$ cat config.mk
export PLATFORM = sky130hd
export DESIGN_NAME = tpd_timer
export DESIGN_NICKNAME = d
export VERILOG_FILES = /design/src/rtl/tpd_pkg.sv /design/src/rtl/tpd_timer.sv /design/src/rtl/tpd_deadband.sv
export SDC_FILE = /design/constraint.sdc
export NUM_CORES = 1
export LEC_CHECK = 0
export ABC_AREA = 0
export BUFFER_PORTS_ARGS = -buffer_cell sky130_fd_sc_hd__buf_2
export CORE_MARGIN = 8
export CORE_UTILIZATION = 58
export CTS_CLUSTER_DIAMETER = 40
export DETAILED_ROUTE_END_ITERATION = 7
export GPL_ROUTABILITY_DRIVEN = 0
export GPL_TIMING_DRIVEN = 0
export MAX_ROUTING_LAYER = met4
export PLACE_DENSITY = 0.8
export SYNTH_ARGS = -nofsm -noshare
export SYNTH_HDL_FRONTEND = slang
export SYNTH_SLANG_ARGS = --single-unit
export TNS_END_PERCENT = 20
$ cat constraint.sdc
create_clock -name clock -period 5.15 [get_ports clock]
set_input_delay 1.03 -clock clock [delete_from_list [all_inputs] [get_ports clock]]
set_output_delay 1.03 -clock clock [all_outputs]
set_load 0.05 [all_outputs]
$ cat src/rtl/tpd_pkg.sv
// Constants, register map and types shared by the dual-output PWM and capture timer
package tpd_pkg;

    // AXI4-Lite register byte addresses
    localparam logic [7:0]  TPD_ADDR_CTRL    = 8'h00;
    localparam logic [7:0]  TPD_ADDR_COUNT   = 8'h04;
    localparam logic [7:0]  TPD_ADDR_RELOAD  = 8'h08;
    localparam logic [7:0]  TPD_ADDR_MATCH   = 8'h0c;
    localparam logic [7:0]  TPD_ADDR_STATUS  = 8'h10;
    localparam logic [7:0]  TPD_ADDR_INT_CLR = 8'h14;
    localparam logic [7:0]  TPD_ADDR_INT_EN  = 8'h18;

    // Control register field positions
    localparam int          TPD_CTRL_EN_BIT   = 0;
    localparam int          TPD_CTRL_MODE_LSB = 1;
    localparam int          TPD_CTRL_POL_BIT  = 3;
    localparam int          TPD_CTRL_PRE_LSB  = 4;
    localparam int          TPD_CTRL_DB_LSB   = 8;

    // Status register field positions
    localparam int          TPD_STAT_RELOAD_BIT = 0;
    localparam int          TPD_STAT_CAPT_BIT   = 1;
    localparam int          TPD_STAT_FLAG_BIT   = 8;

    // Values after reset and counter constants
    localparam logic [15:0] TPD_COUNT_RESTART = 16'h0001;
    localparam logic [15:0] TPD_COUNT_RST     = 16'h0001;
    localparam logic [15:0] TPD_RELOAD_RST    = 16'hffff;
    localparam logic [15:0] TPD_MATCH_RST     = 16'h0000;
    localparam logic [7:0]  TPD_DB_MAX        = 8'h80;

    // AXI responses
    localparam logic [1:0]  TPD_RESP_OKAY   = 2'b00;
    localparam logic [1:0]  TPD_RESP_SLVERR = 2'b10;

    // Operating modes
    typedef enum logic [1:0] {
        TPD_MODE_PWM_SINGLE = 2'b00,
        TPD_MODE_PWM_DUAL   = 2'b01,
        TPD_MODE_CAPTURE    = 2'b11
    } tpd_mode_t;

endpackage

$ cat src/rtl/tpd_timer.sv
// Sixteen-bit PWM and input-capture timer with AXI4-Lite register access
//
// Local design decisions: the register offsets and register access over AXI4-Lite.
`timescale 1ns/100ps
module tpd_timer
    import tpd_pkg::*;
(
    // Clock and reset
    input  wire logic        clock,
    input  wire logic        rst_b,
    // AXI4-Lite write address and data
    input  wire logic        s_axi_awvalid,
    output logic             s_axi_awready,
    input  wire logic [7:0]  s_axi_awaddr,
    input  wire logic        s_axi_wvalid,
    output logic             s_axi_wready,
    input  wire logic [31:0] s_axi_wdata,
    input  wire logic [3:0]  s_axi_wstrb,
    // AXI4-Lite write response
    output logic             s_axi_bvalid,
    input  wire logic        s_axi_bready,
    output logic [1:0]       s_axi_bresp,
    // AXI4-Lite read
    input  wire logic        s_axi_arvalid,
    output logic             s_axi_arready,
    input  wire logic [7:0]  s_axi_araddr,
    output logic             s_axi_rvalid,
    input  wire logic        s_axi_rready,
    output logic [31:0]      s_axi_rdata,
    output logic [1:0]       s_axi_rresp,
    // Timer pins
    input  wire logic        timer_in,
    output logic             pwm_out,
    output logic             pwm_out_n,
    // Interrupt
    output logic             irq
);

    typedef struct packed {
        logic        en;
        tpd_mode_t   mode;
        logic        output_polarity;
        logic [2:0]  pre;
        logic [7:0]  db;
        logic [15:0] count;
        logic [15:0] reload;
        logic [15:0] match;
        logic [6:0]  presc;
        logic        pwm;
        logic        tin_prev;
        logic        input_capture_flag;
        logic [1:0]  status;
        logic [1:0]  int_en;
        logic        aw_held;
        logic [7:0]  awaddr;
        logic        w_held;
        logic [31:0] wdata;
        logic [3:0]  wstrb;
        logic        bvalid;
        logic [1:0]  bresp;
        logic        rvalid;
        logic [31:0] rdata;
        logic [1:0]  rresp;
    } tpd_state_t;

    tpd_state_t s_q;
    tpd_state_t s_d;

    // Byte-lane merge of a write into a register image
    function automatic logic [31:0] tpd_merge(input logic [31:0] old_v, input logic [31:0] new_v,
                                              input logic [3:0] strb);
        logic [31:0] r;
        r = old_v;
        for (int i = 0; i < 4; i++)
        begin
            if (strb[i])
                r[8*i +: 8] = new_v[8*i +: 8];
        end
        return r;
    endfunction

    // Address decode, used for both read and write
    function automatic logic tpd_mapped(input logic [7:0] a);
        return (a == TPD_ADDR_CTRL) || (a == TPD_ADDR_COUNT) || (a == TPD_ADDR_RELOAD) ||
               (a == TPD_ADDR_MATCH) || (a == TPD_ADDR_STATUS) || (a == TPD_ADDR_INT_CLR) ||
               (a == TPD_ADDR_INT_EN);
    endfunction

    logic [31:0] ctrl_img;
    logic [31:0] stat_img;
    logic [31:0] wr_val;
    logic [6:0]  presc_lim;
    logic        tick;
    logic        at_reload;
    logic        at_match;
    logic        pwm_mode;
    logic        cap_edge;
    logic        do_write;
    logic        wr_count;
    logic        wr_match;
    logic [1:0]  ev_set;
    logic [1:0]  ev_clr;
    logic [1:0]  db_in;
    logic [1:0]  db_out;

    assign ctrl_img = {16'h0000, s_q.db, 1'b0, s_q.pre, s_q.output_polarity, s_q.mode, s_q.en};
    assign stat_img = {23'h0, s_q.input_capture_flag, 6'h0, s_q.status};

    // Divide by 2^pre; >= so a smaller prescale never waits for wrap
    assign presc_lim = 7'((8'h01 << s_q.pre) - 8'h01);
    assign tick      = s_q.en && (s_q.presc >= presc_lim);
    assign at_reload = tick && (s_q.count == s_q.reload);
    assign at_match  = tick && (s_q.count == s_q.match);
    assign pwm_mode  = (s_q.mode != TPD_MODE_CAPTURE);
    // Polarity 0 captures rising edges, polarity 1 falling
    assign cap_edge  = s_q.en && (s_q.mode == TPD_MODE_CAPTURE) &&
                       (s_q.output_polarity ? (s_q.tin_prev && !timer_in) : (!s_q.tin_prev && timer_in));

    // Write fires once both address and data have been taken
    assign do_write  = s_q.aw_held && s_q.w_held && !s_q.bvalid;
    assign wr_count  = do_write && (s_q.awaddr == TPD_ADDR_COUNT);
    assign wr_match  = do_write && (s_q.awaddr == TPD_ADDR_MATCH);
    assign ev_set    = {cap_edge, at_reload};
    assign ev_clr    = (do_write && (s_q.awaddr == TPD_ADDR_INT_CLR)) ? s_q.wdata[1:0] : 2'b00;

    assign s_axi_awready = !s_q.aw_held && !s_q.bvalid;
    assign s_axi_wready  = !s_q.w_held && !s_q.bvalid;
    assign s_axi_arready = !s_q.rvalid;

    always_comb
    begin
        s_d    = s_q;
        wr_val = 32'h00000000;

        // Prescaler and counter
        if (!s_q.en)
            s_d.presc = '0;
        else if (tick)
            s_d.presc = '0;
        else
            s_d.presc = s_q.presc + 7'h01;

        // Restart at 0001H on reload, otherwise count up
        if (at_reload)
            s_d.count = TPD_COUNT_RESTART;
        else if (tick)
            s_d.count = s_q.count + 16'h0001;

        if (!s_q.en || at_reload)
            s_d.pwm = s_q.output_polarity;
        else if (at_match && pwm_mode)
            s_d.pwm = !s_q.pwm;

        s_d.tin_prev = timer_in;

        if (at_reload && (s_q.mode == TPD_MODE_CAPTURE))
            s_d.input_capture_flag = 1'b0;
        // Capture sets the flag, winning over a reload in the same cycle
        if (cap_edge)
            s_d.input_capture_flag = 1'b1;

        // Write channel capture
        if (s_axi_awvalid && s_axi_awready)
        begin
            s_d.aw_held = 1'b1;
            s_d.awaddr  = s_axi_awaddr;
        end
        if (s_axi_wvalid && s_axi_wready)
        begin
            s_d.w_held = 1'b1;
            s_d.wdata  = s_axi_wdata;
            s_d.wstrb  = s_axi_wstrb;
        end

        if (do_write)
        begin
            s_d.aw_held = 1'b0;
            s_d.w_held  = 1'b0;
            s_d.bvalid  = 1'b1;
            s_d.bresp   = tpd_mapped(s_q.awaddr) ? TPD_RESP_OKAY : TPD_RESP_SLVERR;
            unique case (s_q.awaddr)
                TPD_ADDR_CTRL:
                begin
                    wr_val            = tpd_merge(ctrl_img, s_q.wdata, s_q.wstrb);
                    s_d.en            = wr_val[TPD_CTRL_EN_BIT];
                    s_d.mode          = tpd_mode_t'(wr_val[TPD_CTRL_MODE_LSB +: 2]);
                    s_d.output_polarity = wr_val[TPD_CTRL_POL_BIT];
                    s_d.pre           = wr_val[TPD_CTRL_PRE_LSB +: 3];
                    s_d.db            = (wr_val[TPD_CTRL_DB_LSB +: 8] > TPD_DB_MAX) ?
                                        TPD_DB_MAX : wr_val[TPD_CTRL_DB_LSB +: 8];
                end
                TPD_ADDR_COUNT:
                begin
                    // Software start value sets the first period
                    wr_val    = tpd_merge({16'h0000, s_q.count}, s_q.wdata, s_q.wstrb);
                    s_d.count = wr_val[15:0];
                end
                TPD_ADDR_RELOAD:
                begin
                    wr_val     = tpd_merge({16'h0000, s_q.reload}, s_q.wdata, s_q.wstrb);
                    s_d.reload = wr_val[15:0];
                end
                TPD_ADDR_MATCH:
                begin
                    wr_val    = tpd_merge({16'h0000, s_q.match}, s_q.wdata, s_q.wstrb);
                    s_d.match = wr_val[15:0];
                end
                TPD_ADDR_INT_EN:
                begin
                    wr_val     = tpd_merge({30'h0, s_q.int_en}, s_q.wdata, s_q.wstrb);
                    s_d.int_en = wr_val[1:0];
                end
                default:
                begin
                    wr_val = 32'h00000000;
                end
            endcase
        end

        // Capture copies count into match; overrides a software write
        if (cap_edge)
            s_d.match = s_q.count;

        // Sticky events: a new event wins over a clear
        s_d.status = (s_q.status & ~ev_clr) | ev_set;

        if (s_q.bvalid && s_axi_bready)
            s_d.bvalid = 1'b0;

        // Read channel, answer one cycle after the address is taken
        if (s_axi_arvalid && s_axi_arready)
        begin
            s_d.rvalid = 1'b1;
            s_d.rresp  = tpd_mapped(s_axi_araddr) ? TPD_RESP_OKAY : TPD_RESP_SLVERR;
            unique case (s_axi_araddr)
                TPD_ADDR_CTRL:   s_d.rdata = ctrl_img;
                TPD_ADDR_COUNT:  s_d.rdata = {16'h0000, s_q.count};
                TPD_ADDR_RELOAD: s_d.rdata = {16'h0000, s_q.reload};
                TPD_ADDR_MATCH:  s_d.rdata = {16'h0000, s_q.match};
                TPD_ADDR_STATUS: s_d.rdata = stat_img;
                TPD_ADDR_INT_EN: s_d.rdata = {30'h0, s_q.int_en};
                default:         s_d.rdata = 32'h00000000;
            endcase
        end
        else if (s_q.rvalid && s_axi_rready)
        begin
            s_d.rvalid = 1'b0;
        end
    end

    always_ff @(posedge clock)
    begin
        if (!rst_b)
        begin
            s_q        <= '0;
            s_q.mode   <= TPD_MODE_PWM_SINGLE;
            s_q.count  <= TPD_COUNT_RST;
            s_q.reload <= TPD_RELOAD_RST;
            s_q.match  <= TPD_MATCH_RST;
        end
        else
        begin
            s_q <= s_d;
        end
    end

    // Complement pin carries the inverse while enabled, dual mode only
    assign db_in[0] = pwm_mode && s_q.pwm;
    assign db_in[1] = (s_q.mode == TPD_MODE_PWM_DUAL) && s_q.en && !s_q.pwm;

    generate
        for (genvar g = 0; g < 2; g++)
        begin : g_db
            tpd_deadband #(
                .DBW     (8)
            ) u_db (
                .clock   (clock),
                .rst_b   (rst_b),
                .level_i (db_in[g]),
                .delay_i (s_q.db),
                .level_o (db_out[g])
            );
        end
    endgenerate

    // Single mode has no deadband on the primary pin: no complement to guard against
    assign pwm_out   = (s_q.mode == TPD_MODE_PWM_DUAL) ? db_out[0] : (pwm_mode && s_q.pwm);
    assign pwm_out_n = db_out[1];
    assign irq       = |(s_q.status & s_q.int_en);

    assign s_axi_bvalid = s_q.bvalid;
    assign s_axi_bresp  = s_q.bresp;
    assign s_axi_rvalid = s_q.rvalid;
    assign s_axi_rdata  = s_q.rdata;
    assign s_axi_rresp  = s_q.rresp;
endmodule // tpd_timer

$ cat src/rtl/tpd_deadband.sv
// Deadband delay: holds back each low-to-high edge of one output pin
`timescale 1ns/100ps
module tpd_deadband
    import tpd_pkg::*;
#(
    parameter int DBW = 8
)(
    // Clock and reset
    input  wire logic           clock,
    input  wire logic           rst_b,
    // Level in, delay, level out
    input  wire logic           level_i,
    input  wire logic [DBW-1:0] delay_i,
    output logic                level_o
);

    typedef struct packed {
        logic [DBW-1:0] cnt;
        logic           out;
    } tpd_db_state_t;

    tpd_db_state_t s_q;
    tpd_db_state_t s_d;

    always_comb
    begin
        s_d = s_q;
        if (!level_i)
        begin
            s_d.cnt = '0;
            s_d.out = 1'b0;
        end
        else if (!s_q.out)
        begin
            if (s_q.cnt >= delay_i)
                s_d.out = 1'b1;
            else
                s_d.cnt = s_q.cnt + 1'b1;
        end
    end

    always_ff @(posedge clock)
    begin
        if (!rst_b)
            s_q <= '0;
        else
            s_q <= s_d;
    end

    assign level_o = s_q.out;

endmodule // tpd_deadband

**Word level (Yosys, flattened, before mapping)**

Cells that the tools add are included.

- Add/sub/neg operators: 5
- Magnitude comparators: 4
- Eq/ne operators: 19
- Shift-type cells: 1
- Mux-type cells: 31
- Bitwise operators: 10
- Reductions and logical operators: 67

Operators by type and width:

| kind | count |
|---|---|
| $mux W16 | 6 |
| $pmux W16 S6 | 1 |
| $mux W8 | 8 |
| $eq A8 B5 Y1 const B | 6 |
| $mux W48 | 1 |
| $eq A16 B16 Y1 | 2 |
| $eq A8 B4 Y1 const B | 4 |
| $logic_and A1 B1 Y1 | 22 |
| $reduce_and A3 Y1 | 6 |
| $add A16 B1 Y16 const B | 1 |
| $add A8 B1 Y8 const B | 2 |
| $eq A8 B3 Y1 const B | 2 |
| $ge A8 B8 Y1 | 2 |
| $logic_not A8 Y1 | 2 |
| $reduce_bool A2 Y1 | 7 |
| $logic_or A1 B1 Y1 | 13 |
| $mux W1 | 12 |
| $reduce_and A2 Y1 | 5 |
| $gt A8 B8 Y1 const B | 1 |
| $logic_not A1 Y1 | 8 |
| $add A7 B1 Y7 const B | 1 |
| $ge A7 B7 Y1 | 1 |
| $shl A1 B3 Y7 const A | 1 |
| $sub A7 B1 Y7 const B | 1 |
| 11 further kinds | 22 |

- Flip-flop bits (word level): 161
- Input port bits: 60

**Logic depth before layout (Yosys ltp)**

- Depth after elaboration: 9
- Depth in mapped cells: 15
- Gate-level depth less buffers: 14

**Cells and area by module**

Synthesis repeated with hierarchy kept, for this count alone.

- Cell total of the unflattened synthesis: 937
- Area, all modules: 7820.0 um2

Modules (own cells, without submodules):

| module | instances | cells an instance | area each (um2) | sequential area each (um2) |
|---|---|---|---|---|
| tpd_timer | 1 | 803 | 6608.8 | 2502.4 |
| tpd_deadband | 2 | 67 | 605.6 | 180.2 |

**Worst setup path after synthesis**

No wires, ideal clock.

- Path type: reg2reg
- Start point: register s_q (netlist bit ctrl_img[4])
- End point: register s_q[144] in the netlist's numbering
- Setup time: 0.079 ns
- Arrival: 3.056 ns
- Path slack: 2.015 ns
- Stages on the path, launching flop included: 16
- Period minus slack after synthesis: 3.135 ns
- Path through: dfxtp_1 clkbuf_1 or3_1 ha_1 clkbuf_1 nor3_1 a21o_1 a21oi_1 ha_1 a21o_1 a221o_1 a41oi_2 or4b_4 nor2_2 xnor2_1 a211oi_2

- Longest elaborated chain between the ends: 8
- Elaborated cells between the ends (all ways): 9
- Classes of those cells: add/sub (1); order compare (1); shift (1); mux (4); reduce/logical (2)

RTL lines:

| what | RTL line | text |
|---|---|---|
| start, declared | tpd_timer.sv:66 | `tpd_state_t s_q;` |
| $shl A1 B3 Y7 (*) | tpd_timer.sv:110 | `assign presc_lim = 7'((8'h01 << s_q.pre) - 8'h01);` |
| $sub A7 B1 Y7 (*) | tpd_timer.sv:110 |  |
| $ge A7 B7 Y1 (*) | tpd_timer.sv:111 | `assign tick = s_q.en && (s_q.presc >= presc_lim);` |
| $logic_and A1 B1 Y1 (*) | tpd_timer.sv:111 |  |
| $mux W16 or $logic_and A1 B1 Y1 (tied branches) | tpd_timer.sv:146, tpd_timer.sv:112 |  |
| $mux W16 (*) | tpd_timer.sv:144 | `if (at_reload)` |
| $mux W16 | tpd_timer.sv:181 | `unique case (s_q.awaddr)` |
| $mux W48 (*) | tpd_timer.sv:175 | `if (do_write)` |

Every way passes the cells marked *; elsewhere a longest branch is shown, timed or not. The select of a mux whose other input is x is not followed.
A chain may end at the register's enable or synchronous reset.

**Worst setup path after layout**

Same ends and word-level chain as after synthesis.

==> impl_metrics.env <==
export IMPL_power_per_cell_area_nw_per_um2=291
export IMPL_place_ws_ns=1.53
export IMPL_cts_hold_buf=0
export IMPL_fin_nets=1112
export IMPL_synth_area_in_compound_gates_pct=15.3
export IMPL_die_h_um=134
export IMPL_grt_pass1_wl_um=34900
export IMPL_pin_count_of_the_biggest_net_entering_global_routing=17
export IMPL_gr_max_usage_layer="met2"
export IMPL_design_portCount=104
export IMPL_initial_utilization_pct=58.7
export IMPL_max_cap_violations=0
export IMPL_route_detailed_vias_per_inst=5.82
export IMPL_post_cts_setup_buffer_count=0
export IMPL_max_freq_mhz=267
export IMPL_maxSlewViolCount=0
export IMPL_floorplan_die_area_um2=17900
export IMPL_hold_viol_final=0
export IMPL_clk_pin_slew_worst_paths_ns=0.06
export IMPL_layout_worst_path_cycle_share_pct=72.7
export IMPL_crit_type="reg -> reg"
export IMPL_worst_path_max_delay_cell="a41oi_2"
export IMPL_synthFlopType="dfxtp_1"
export IMPL_syn_inst=922
export IMPL_timing_worst_slew_pin_value_ns=0.820
export IMPL_setup_violations_final=0
export IMPL_path_max_fanout=8
export IMPL_cp_slowest_stage_delay_ns=0.46
export IMPL_reported_leakage_power_nw=3.83
export IMPL_cp_arrival_ns=4.09
export IMPL_first_global_vias=6647
export IMPL_ant_nets=0
export IMPL_fin_skew_ns=0.00352
export IMPL_sequential_fraction_of_the_synthesis_area_pct=35.6
export IMPL_htree_levels=4
export IMPL_routed_wl_um=21900
export IMPL_global_route_usage_total_pct=25.2
export IMPL_floorplan_rows=43
export IMPL_cts_resized=0
export IMPL_fp_coreArea_um2=13700
export IMPL_worst_slack_ns=1.41
export IMPL_grt_overflow_total=0
export IMPL_synthArstFlopShare_pct=0
export IMPL_grtUsageMet1_pct=31.7
export IMPL_dpl_hpwl_um=15800
export IMPL_yosys_mux_area_fraction_pct=10.3
export IMPL_slew_headroom_pct=45.3
export IMPL_final_util_pct=67.8
export IMPL_critical_path_cell_chain="clkbuf_1, or3_1, ha_1, clkbuf_1, nor3_1, a21o_1, a21oi_1, ha_1, a21o_1, a221o_1, a41oi_2, or4b_4, nor2_2, xnor2_1, a211oi_2"
export IMPL_mappedNetlistArea_um2=8050
export IMPL_required_time_reported_for_the_critical_path_endpoint_ns=5.50
export IMPL_synthSimpleGateAreaFrac_pct=20.0
export IMPL_layout_common_cells="143 x dfxtp_1, 132 x nand2_1, 71 x buf_2"
export IMPL_number_of_synthesized_flops_with_an_enable_pin=0
export IMPL_maximum_buffer_depth_of_the_clock_tree=2
export IMPL_buffer_ports_inserted=66
export IMPL_final_layout_size_suffix_gt1_share_pct=18.3
export IMPL_vias=7083
export IMPL_synth_lib_cells_used_distinct=71
export IMPL_cp_end_kind="flop"
export IMPL_first_pass_iters=5
export IMPL_syn_mean_instance_area_um2=8.73
export IMPL_critical_path_startpoint_type="flop"
export IMPL_flip_flop_and_latch_count_after_synthesis=143
export IMPL_setup_repair_after_global_routing_missed_its_margin="false"
export IMPL_setup_tns_final_ns=0
export IMPL_synth_adder_area_share_pct=4.35
export IMPL_syn2layout_area_growth_pct=15.5
export IMPL_drc_errors=0
export IMPL_clock_sinks=143
export IMPL_die_width_um=134
export IMPL_grtUsageMet3_pct=6.84
export IMPL_clock_tree_root_cell="clkbuf_16"
export IMPL_synthXorXnorAreaFrac_pct=5.77
export IMPL_insertion_delay_ns=0.43
export IMPL_synthDominantAreaCellType="dfxtp_1"
export IMPL_wire_per_inst_um=18.0
export IMPL_antenna_found_initial=0
export IMPL_cts_buffers=17
export IMPL_ir_drop_uv=201
export IMPL_holdCritPathClass="reg -> reg"
export IMPL_yosysWarnings=0
export IMPL_detail_route_iter0_violations=641
export IMPL_critical_path_top_delay_family="compound AO/OA/AOI/OAI gates"
export IMPL_main_combinational_cell_family_by_area_after_synthesis="simple AND/OR/NAND/NOR gates"
export IMPL_grt_util_met2_pct=37.3
export IMPL_tritoncts="built"
export IMPL_yosys_top_cells_area="dfxtp_1 36%, nand2_1 6.2%, mux2i_1 5.3%"
export IMPL_final_hold_worst_slack_ns=0.459
export IMPL_post_route_min_period_ns=3.74
export IMPL_cp_buffers_inverters=2
export IMPL_outcome="complete, no violations"
export IMPL_synth_top_area_share_pct=35.6
export IMPL_mostFrequentLayoutCell="dfxtp_1"
==> layout make-up <==
type	instances	area, µm²
diodes	1	2.50
plain buffers	95	616
clock buffers	20	467
clock inverters	11	163
fillers	1149	4420
inverters	22	82.6
multi-input cells	679	4550
flip-flops and latches	143	2860
well taps	180	225
repair buffers	66	330
==> worst reg2reg max path, cell delays in order, from the launching register on <==
cell and delay (ns):
dfxtp_1 0.30, clkbuf_1 0.19, or3_1 0.38, ha_1 0.19, clkbuf_1 0.18, nor3_1 0.23
a21o_1 0.12, a21oi_1 0.07, ha_1 0.33, a21o_1 0.19, a221o_1 0.35, a41oi_2 0.47
or4b_4 0.29, nor2_2 0.05, xnor2_1 0.12, a211oi_2 0.22
==> logic make-up after synthesis <==
group,Yosys count
DFF,143
muxes,64
xor gates and xnor gates,53
buffers and inverters,117
adders and majority gates,28
other,1
and+or+nand+nor,335
AOI/OAI and AO/OA,181
==> sequential cells by signal (all words and copies together), names as in the netlist <==
name	count
s_q	90
g_db.u_db.s_q	16
s_axi_rdata	16
ctrl_img	15
g_db.u_db.level_o	2
s_axi_bresp	1
s_axi_bvalid	1
s_axi_rresp	1
s_axi_rvalid	1
==> final timing paths <==
kind / cells after the start / end / slack [ns] / startpoint
hold reg to reg: 2 / s_q[75]$_SDFFE_PN0P_ / 0.46 / s_q[75]$_SDFFE_PN0P_
setup reg to reg: 15 / s_q[144]$_SDFFE_PN0P_ / 1.41 / ctrl_img[4]$_SDFFE_PN0P_
hold / removal: 2 / s_q[75]$_SDFFE_PN0P_ / 0.46 / s_q[75]$_SDFFE_PN0P_
setup / recovery: 15 / s_q[144]$_SDFFE_PN0P_ / 1.41 / ctrl_img[4]$_SDFFE_PN0P_
==> cell usage after synthesis (all sizes together), types with 8 or more instances <==
library cell,n
nor2,67
a21o,8
or3,11
and3,8
clkbuf,41
mux2i,43
mux4,14
a211oi,22
nor3,10
o21ai,34
a21boi,39
dfxtp,143
a21oi,40
xnor2,41
inv,21
nand4,18
nand3,44
xor2,12
buf,54
ha,28
nand2,133
nor2b,13
==> stage by stage <==
stage | instance area (µm²) | total power, mW | cells
floorplan | 8120 | 1.34 | 939
global placement | 8670 | 1.41 | 1185
detailed placement | 8670 | 1.41 | 1185
CTS | 9300 | 2.71 | 1216
global route | 9300 | 2.78 | 1216
finish | 9300 | 2.71 | 1217
==> routing by layer <==
metal	vias to the layer above	wire length, µm
li1	3398	-
met1	3284	9410
met2	345	9720
met3	56	2130
met4	0	622
met5	-	0
==> power breakdown <==
part           total, mW  switching [mW]  internal, mW
combinational      0.237           0.157        0.0801
sequential          1.15          0.0280          1.13
clock               1.32           0.477         0.842
Note: power is estimated with default switching activity, not from simulation.
